### config.mk
export PLATFORM = sky130hd
export DESIGN_NAME = lcd_segment_decoder_writer
export DESIGN_NICKNAME = d
export VERILOG_FILES = /design/src/lcd_segment_decoder_writer.v
export VERILOG_INCLUDE_DIRS = /design/src
export SDC_FILE = /design/constraint.sdc
export NUM_CORES = 1
export LEC_CHECK = 0
export BUFFER_PORTS_ARGS = -buffer_cell sky130_fd_sc_hd__buf_2
export CAP_MARGIN = 5
export CORE_ASPECT_RATIO = 1.75
export CORE_MARGIN = 2
export CORE_UTILIZATION = 57
export CTS_CLUSTER_DIAMETER = 60
export DETAILED_ROUTE_END_ITERATION = 6
export PLACE_DENSITY_LB_ADDON = 0.2
export SYNTH_ARGS = -nofsm -noshare
export SYNTH_HDL_FRONTEND = slang
export SYNTH_SLANG_ARGS = --single-unit
export TNS_END_PERCENT = 50
### constraint.sdc
create_clock -name SYS_CLK_I -period 2.57 [get_ports SYS_CLK_I]
set_clock_uncertainty 0.05 [all_clocks]
set_input_delay 0.514 -clock SYS_CLK_I [delete_from_list [all_inputs] [get_ports SYS_CLK_I]]
set_output_delay 0.514 -clock SYS_CLK_I [all_outputs]
set_load 0.01 [all_outputs]
### src/lcd_segment_decoder_writer_map.vh
// Constants for the segment decoder and display-memory writer
`ifndef LCD_SEGMENT_DECODER_WRITER_MAP_VH
`define LCD_SEGMENT_DECODER_WRITER_MAP_VH

`define MUX_STATIC     2'h0
`define MUX_DIV2       2'h1
`define MUX_DIV3       2'h2
`define MUX_DIV4       2'h3

`define MEM_WORDS      32
`define PTR_WIDTH      5
`define PTR_RESET      5'h00

`define STEP_STATIC    3'h4
`define STEP_DIV2      3'h4
`define STEP_DIV3      3'h3
`define STEP_DIV4      3'h2
`define STEP_SEG7_DIV3 3'h3
`define STEP_SEG7_DIV4 3'h2
`define STEP_SEG14     3'h4

`define SEL_BIT        7

`endif

### src/lcd_segment_decoder_writer.v
// Segment decoder and sequential writer into the 32x4 display memory
//
// How it works
// - Seven-segment decoding in divide-by-3/4 modes, fourteen-segment only in divide-by-4.
// - Decoders cover digits, six symbols, 36 alphanumerics and 13 symbols.
// - With decoding on, each data byte valid for the mode is decoded and stored automatically; other data bytes are ignored.
// - Byte bit 7 low picks seven-segment, high picks fourteen-segment decoder.
// - Seven-segment decoding uses only the low four bits of the byte.
// - Fourteen-segment decoding uses the low seven bits of the byte.
// - Fourteen-segment codes follow the ASCII character assignment.
// - Nibbles go to N..N+2, N..N+1 or N..N+3 by decoder and mode.
// - Display memory holds 32 words of four bits.
// - Memory data comes from the raw byte or from the decoder output.
// - Raw bytes spread over two to four words according to the mode.
// - Decoded placement depends on multiplexing mode and byte bit 7.
// - Commands write a whole word or a single bit at the pointer.
// - Divide-by-3 clears bit 2 of N+2, and of N when decoded; pointer +3.
// - Divide-by-4 seven-segment clears bit 3 of N; pointer +2.
// - Fourteen-segment clears bit 3 of N+2 and bit 0 of N+1; pointer +4.
// - The five-bit pointer wraps from 31 to 0.
`timescale 1ns/1ps
`include "lcd_segment_decoder_writer_map.vh"

module lcd_segment_decoder_writer
(
  input  wire       SYS_CLK_I,
  input  wire       RST_N_I,
  input  wire       BYTE_VALID_I,
  input  wire [7:0] BYTE_I,
  input  wire       CMD_SEL_I,
  input  wire       DECODE_ON_I,
  input  wire [1:0] MUX_MODE_I,
  input  wire       PTR_CLEAR_I,
  input  wire       PTR_LOAD_I,
  input  wire [4:0] PTR_VALUE_I,
  input  wire       NIB_WRITE_I,
  input  wire [3:0] NIB_DATA_I,
  input  wire       BIT_WRITE_I,
  input  wire [1:0] BIT_SEL_I,
  input  wire       BIT_VALUE_I,
  input  wire [4:0] RD_ADDR_I,
  output reg  [3:0] RD_DATA_O,
  output reg  [4:0] DATA_PTR_O,
  output reg        BUSY_O
);

  localparam ST_IDLE  = 1'b0;
  localparam ST_WRITE = 1'b1;

  reg  [3:0]  mem [0:`MEM_WORDS-1];
  reg         state;
  reg  [15:0] buffer;
  reg  [2:0]  count;
  reg  [15:0] next_buffer;
  reg  [2:0]  next_count;
  reg         take;
  reg  [19:0] seg7;
  reg  [15:0] seg14;
  integer     i;

  // Returns {div3 N+2, N+1, N, div4 N+1, N}
  function [19:0] seg7_lookup;
    input [3:0] code;
    begin
      case (code)
        4'h0:    seg7_lookup = 20'h353d7;
        4'h1:    seg7_lookup = 20'h00306;
        4'h2:    seg7_lookup = 20'h271e3;
        4'h3:    seg7_lookup = 20'h073a7;
        4'h4:    seg7_lookup = 20'h12336;
        4'h5:    seg7_lookup = 20'h172b5;
        4'h6:    seg7_lookup = 20'h372f5;
        4'h7:    seg7_lookup = 20'h01307;
        4'h8:    seg7_lookup = 20'h373f7;
        4'h9:    seg7_lookup = 20'h173b7;
        4'ha:    seg7_lookup = 20'h02020;
        4'hb:    seg7_lookup = 20'h370f1;
        4'hc:    seg7_lookup = 20'h350d1;
        4'hd:    seg7_lookup = 20'h060a0;
        4'he:    seg7_lookup = 20'h262e4;
        default: seg7_lookup = 20'h00000;
      endcase
    end
  endfunction

  // Returns {N+3, N+2, N+1, N}; codes are ASCII
  function [15:0] seg14_lookup;
    input [6:0] code;
    begin
      case (code)
        7'h20:   seg14_lookup = 16'h0000;
        7'h27:   seg14_lookup = 16'h0002;
        7'h28:   seg14_lookup = 16'h000a;
        7'h29:   seg14_lookup = 16'h5000;
        7'h2a:   seg14_lookup = 16'hf00f;
        7'h2b:   seg14_lookup = 16'ha005;
        7'h2d:   seg14_lookup = 16'h2004;
        7'h2f:   seg14_lookup = 16'h4002;
        7'h30:   seg14_lookup = 16'h47e2;
        7'h31:   seg14_lookup = 16'h0600;
        7'h32:   seg14_lookup = 16'h23c4;
        7'h33:   seg14_lookup = 16'h2784;
        7'h34:   seg14_lookup = 16'h2624;
        7'h35:   seg14_lookup = 16'h25a4;
        7'h36:   seg14_lookup = 16'h25e4;
        7'h37:   seg14_lookup = 16'h0700;
        7'h38:   seg14_lookup = 16'h27e4;
        7'h39:   seg14_lookup = 16'h27a4;
        7'h3c:   seg14_lookup = 16'h4082;
        7'h3d:   seg14_lookup = 16'h2084;
        7'h3e:   seg14_lookup = 16'h1088;
        7'h40:   seg14_lookup = 16'ha7c0;
        7'h41:   seg14_lookup = 16'h2764;
        7'h42:   seg14_lookup = 16'h8785;
        7'h43:   seg14_lookup = 16'h01e0;
        7'h44:   seg14_lookup = 16'h8781;
        7'h45:   seg14_lookup = 16'h21e4;
        7'h46:   seg14_lookup = 16'h2164;
        7'h47:   seg14_lookup = 16'h05e4;
        7'h48:   seg14_lookup = 16'h2664;
        7'h49:   seg14_lookup = 16'h8181;
        7'h4a:   seg14_lookup = 16'h06c0;
        7'h4b:   seg14_lookup = 16'h206a;
        7'h4c:   seg14_lookup = 16'h00e0;
        7'h4d:   seg14_lookup = 16'h1662;
        7'h4e:   seg14_lookup = 16'h1668;
        7'h4f:   seg14_lookup = 16'h07e0;
        7'h50:   seg14_lookup = 16'h2364;
        7'h51:   seg14_lookup = 16'h07e8;
        7'h52:   seg14_lookup = 16'h236c;
        7'h53:   seg14_lookup = 16'h1584;
        7'h54:   seg14_lookup = 16'h8101;
        7'h55:   seg14_lookup = 16'h06e0;
        7'h56:   seg14_lookup = 16'h4062;
        7'h57:   seg14_lookup = 16'h4668;
        7'h58:   seg14_lookup = 16'h500a;
        7'h59:   seg14_lookup = 16'h9002;
        7'h5a:   seg14_lookup = 16'h4182;
        7'h5c:   seg14_lookup = 16'h1008;
        default: seg14_lookup = 16'h0000;
      endcase
    end
  endfunction

  // Nibble image and word count for one accepted data byte
  always @*
  begin
    seg7 = seg7_lookup(BYTE_I[3:0]);
    seg14 = seg14_lookup(BYTE_I[6:0]);
    next_buffer = 16'h0000;
    next_count = 3'h0;
    take = 1'b0;
    if (state == ST_IDLE && BYTE_VALID_I && !CMD_SEL_I)
    begin
      if (DECODE_ON_I)
      begin
        if (BYTE_I[`SEL_BIT])
        begin
          if (MUX_MODE_I == `MUX_DIV4)
          begin
            next_buffer = {seg14[15:12], 1'b0, seg14[10:8], seg14[7:5], 1'b0, seg14[3:0]};
            next_count = `STEP_SEG14;
            take = 1'b1;
          end
        end
        else if (MUX_MODE_I == `MUX_DIV3)
        begin
          next_buffer = {4'h0, 2'b00, seg7[17:16], seg7[15:12], 2'b00, seg7[9:8]};
          next_count = `STEP_SEG7_DIV3;
          take = 1'b1;
        end
        else if (MUX_MODE_I == `MUX_DIV4)
        begin
          next_buffer = {8'h00, seg7[7:4], 1'b0, seg7[2:0]};
          next_count = `STEP_SEG7_DIV4;
          take = 1'b1;
        end
      end
      else
      begin
        take = 1'b1;
        case (MUX_MODE_I)
          `MUX_STATIC:
          begin
            next_buffer = {3'h0, BYTE_I[3], 3'h0, BYTE_I[2], 3'h0, BYTE_I[1], 3'h0, BYTE_I[0]};
            next_count = `STEP_STATIC;
          end
          `MUX_DIV2:
          begin
            next_buffer = {2'h0, BYTE_I[7:6], 2'h0, BYTE_I[5:4],
                           2'h0, BYTE_I[3:2], 2'h0, BYTE_I[1:0]};
            next_count = `STEP_DIV2;
          end
          `MUX_DIV3:
          begin
            next_buffer = {4'h0, 2'b00, BYTE_I[7:6], 1'b0, BYTE_I[5:3], 1'b0, BYTE_I[2:0]};
            next_count = `STEP_DIV3;
          end
          default:
          begin
            next_buffer = {8'h00, BYTE_I};
            next_count = `STEP_DIV4;
          end
        endcase
      end
    end
  end

  // One word per cycle; pointer steps once per byte word written, not on nibble or bit commands
  always @(posedge SYS_CLK_I or negedge RST_N_I)
  begin
    if (!RST_N_I)
    begin
      state <= ST_IDLE;
      buffer <= 16'h0000;
      count <= 3'h0;
      DATA_PTR_O <= `PTR_RESET;
      BUSY_O <= 1'b0;
      RD_DATA_O <= 4'h0;
      for (i = 0; i < `MEM_WORDS; i = i + 1)
        mem[i] <= 4'h0;
    end
    else
    begin
      RD_DATA_O <= mem[RD_ADDR_I];
      case (state)
        ST_IDLE:
        begin
          if (take)
          begin
            state <= ST_WRITE;
            buffer <= next_buffer;
            count <= next_count;
            BUSY_O <= 1'b1;
          end
          else if (PTR_CLEAR_I)
            DATA_PTR_O <= `PTR_RESET;
          else if (PTR_LOAD_I)
            DATA_PTR_O <= PTR_VALUE_I;
          else if (NIB_WRITE_I)
            mem[DATA_PTR_O] <= NIB_DATA_I;
          else if (BIT_WRITE_I)
            mem[DATA_PTR_O][BIT_SEL_I] <= BIT_VALUE_I;
        end
        ST_WRITE:
        begin
          mem[DATA_PTR_O] <= buffer[3:0];
          buffer <= {4'h0, buffer[15:4]};
          DATA_PTR_O <= DATA_PTR_O + 5'h01;
          count <= count - 3'h1;
          if (count == 3'h1)
          begin
            state <= ST_IDLE;
            BUSY_O <= 1'b0;
          end
        end
        default:
        begin
          state <= ST_IDLE;
          BUSY_O <= 1'b0;
        end
      endcase
    end
  end

endmodule

==> summary.md <==
| Metric | Value |
|---|---|
| Final nets | 1,296 |
| Fin Setup TNS | 0 ns |
| Reg2reg setup slack | roughly 0.18 ns |
| CP max stage delay | 0.53 ns |
| Post-synthesis async set-or-reset flop share | 100% |
| Bufs and invs on worst path | 0 |
| Final worst setup slack | 0.177 ns |
| Vias in the first global route | 10,900 |
| Mean Syn Cell Area | roughly 9 µm² |
| Total core area | 18,700 µm² |
| Cells after DPL | 1,464 |
| Fillers | 1,580 |
| Site row count | 66 |
| Worst skew pair latency | 0.45 ns |
| Via count | 11,100 |
| Worst-path fanout max | 7 |
| Residual DRC count | 1 |
| Worst-Margin Slew | about 1.1 ns |
| Postcts setup bufs | 0 |
| Die Area | 20,300 µm² |
| Place WS | between 0.08 and 0.09 ns |
| Synthesized net count | 1,246 |
| Setup-failing EPs final | 0 |
| Crit-path cells | or3b_1 > a31oi_4 > nor2_1 > a222oi_1 > o311ai_0 |
| Most frequent cells in the layout | dfrtp_1 (157), o21ai_0 (117), buf_4 (105) |
| Routed WL per cell | 27.7 µm |
| First-pass GRT wire length | 64,200 µm |
| Detail Route Antenna Nets | 0 |
| FF-to-FF path depth | 5 |
| CTS root buf | clkbuf_16 |
| Layout area overhead | 14.9% |
| # H-tree levels | 4 |
| Maximum number of pins on one net before global-route repair | 67 |
| Max frequency | 0.418 GHz |
| Reg-to-Reg Start | state$_DFF_PN0_ |
| Initial DRT Pass Iterations | 7 |
| Multi-input gate area in the final layout | about 6300 µm² |
| #FFs+latches synth | 158 |
| Count of cell types in the netlist | 75 |
| I/O Buffers | 45 |
| Reg area | about 4000 µm² |
| Worst Setup EP | buffer[1]$_DFFE_PN0P_ |
| Worst-path clk slew | 0.06 ns |
| Cells after Synth | about 1,200 |
| Max Buffers Root-to-Sink | 2 |
| Layout cells sized above 1 | between 20% and 30% |
| Period utilisation layout | 93.1% |
| Worst path required time | approximately 2.8 ns |
| Post-synth top flop | dfrtp_1 |
| Most common cell after layout, fill and taps aside | dfrtp_1 |
| Max_slew headroom | 23.8% |
| Die Y | around 190 µm |
| GRT Util Overall | 42.5% |
| # clock sinks | 158 |
| Post-DP HPWL | 29,700 µm |
| Critical Path AT | 2.59 ns |
| Failing checks | design-rule violations |
| Sequential area share after synthesis | between 30% and 40% |
| Initial core utilization | between 50% and 60% |
| Gr ovfl total | 0 |
| R2R Path End | buffer[1]$_DFFE_PN0P_ |
| Final Hold Fails | 0 |
| Maximum VDD drop | between 0.0009 and 0.001 V |
| Post-synth EDFFs | 0 |
| Worst Hold Slack | between 0.3 and 0.4 ns |
| Syn. warnings | 0 |
| Crit. Startpoint | state$_DFF_PN0_ |
| Die Wd | 109 µm |
| Fin. max-slew vios | 0 |
| Startpoint types | flop |
| Post-Layout Cell Count | 1,497 |
| Critical Path Stages | 5 |
| First DRT Iteration DRCs | roughly 1,200 |
| Crit. End Element | flop |
| Post-DR vias/cell | 7.38 |
| RSZ-0062 raised after global routing | no |
| Critical path type | flop to flop |
| Initial antenna violation count | 1 |
| Final wirelength | 41,500 µm |
| Placer Congestion | approximately 1.2 |
| Critical Path Slowest Stage Cell | dfrtp_4 |
| Synthesized cell area | between 10,000 and 15,000 µm² |
| Max Cap Viol | 0 |
| Min Tclk post-route | 2.39 ns |
| CP delay by family, top | compound AO/OA/AOI/OAI gates |
| Post_cts resized | 0 |
| Ports | 46 |
| PD cells | 1030 nW/µm² |
| Num CTS Buffers | 17 |
| Inserted Diodes | 0 |
| Hold Path Class | primary input to flop |
| Status | complete, but fails checks |
| Pleak | 4.89 nW |
| CTS tree | built |
==> routing by layer <==
layer	part of all wire, %	vias to the layer above	routed length (µm)	track usage (%)
li1	-	4777	-	-
met1	32	5310	13400	46.3
met2	49	729	20200	68.4
met3	7.6	235	3170	7.56
met4	12	2	4800	38.9
met5	0.029	-	12	0
==> worst min path at each step <==
stage	to	cells after the start	slack (ns)	startpoint
detailed placement	mem[86]$_DFFE_PN0P_	1	0.42	mem[86]$_DFFE_PN0P_
CTS	DATA_PTR_O[4]$_DFFE_PN0P_	3	0.30	PTR_VALUE_I[4]
floorplan	BUSY_O$_DFFE_PN0P_	0	0.17	RST_N_I
global placement	buffer[14]$_DFFE_PN0P_	2	0.41	buffer[14]$_DFFE_PN0P_
finish	DATA_PTR_O[4]$_DFFE_PN0P_	3	0.30	PTR_VALUE_I[4]
global route	DATA_PTR_O[4]$_DFFE_PN0P_	3	0.29	PTR_VALUE_I[4]
==> metrics by stage <==
step | area, µm² | total power [mW] | util (%)
detailed placement | 11900 | 9.97 | 63.8
global route | 12500 | 13.5 | 67.1
finish | 12500 | 12.9 | 67.1
global placement | 11900 | 9.80 | 63.8
floorplan | 10900 | 7.74 | -
CTS | 12500 | 12.6 | 67.1
==> cells in the mapped netlist (6+ instances only) <==
cell	n	area, µm²
dfrtp_1	158	3950
o21ai_0	117	586
clkbuf_1	89	334
nor2_1	89	334
nand2_1	76	285
o311ai_0	71	622
a21oi_1	64	320
nand3_1	57	285
a31oi_1	53	332
mux4_2	42	946
a22o_1	39	342
buf_2	27	135
o2bb2ai_1	26	228
nor2b_1	22	138
o211ai_1	22	165
nand2b_1	19	119
mux2i_1	17	170
inv_1	15	56.3
or4_1	15	113
ha_1	14	175
o31ai_1	13	97.6
buf_1	11	41.3
nor3_1	10	50.1
and2_1	9	56.3
a211o_1	8	70.1
a22oi_1	6	45.0
==> flip-flops by register name (all words and copies together), names as in the netlist <==
signal / cells
state: 1
count: 3
BUSY_O: 1
buffer: 16
DATA_PTR_O: 5
RD_DATA_O: 4
mem: 128
==> cell families after synthesis <==
| logic type | share of synthesized area [%] |
|---|---|
| AO/OA/AOI/OAI | 30.9 |
| AND/OR/NAND/NOR | 14.5 |
| flip-flops | 36.3 |
| buffers and inverters | 5.69 |
| multiplexers | 10.8 |
| adder cells (fa/ha/maj) | 1.61 |
| XOR/XNOR | 0.241 |
==> what timing repair did <==
action                                  4_1_cts  5_1_grt
endpoints found under the setup margin        0        0
hold buffers                                  1        0
hold endpoints to repair                     46        0
==> layout make-up <==
cell class	instances	area share (%)
clock buffers	22	3.79
inverters	18	0.540
flip-flops and latches	158	31.6
multi-input cells	889	50.6
clock inverters	10	1.09
well taps	238	2.38
repair buffers	162	9.98
==> worst min-delay path, cell delays in order <==
cell and delay (ns):
buf_2 0.09, nand2_1 0.06, a221oi_1 0.08
==> power breakdown <==
group | switching, mW | total [mW] | internal [mW] | leakage [nW]
Sequential | 0.917 | 4.41 | 3.50 | 1.96
Clock | 1.08 | 2.68 | 1.60 | 0.292
Combinational | 3.43 | 5.77 | 2.34 | 2.63
No activity file was read; power rests on OpenSTA's default activity.
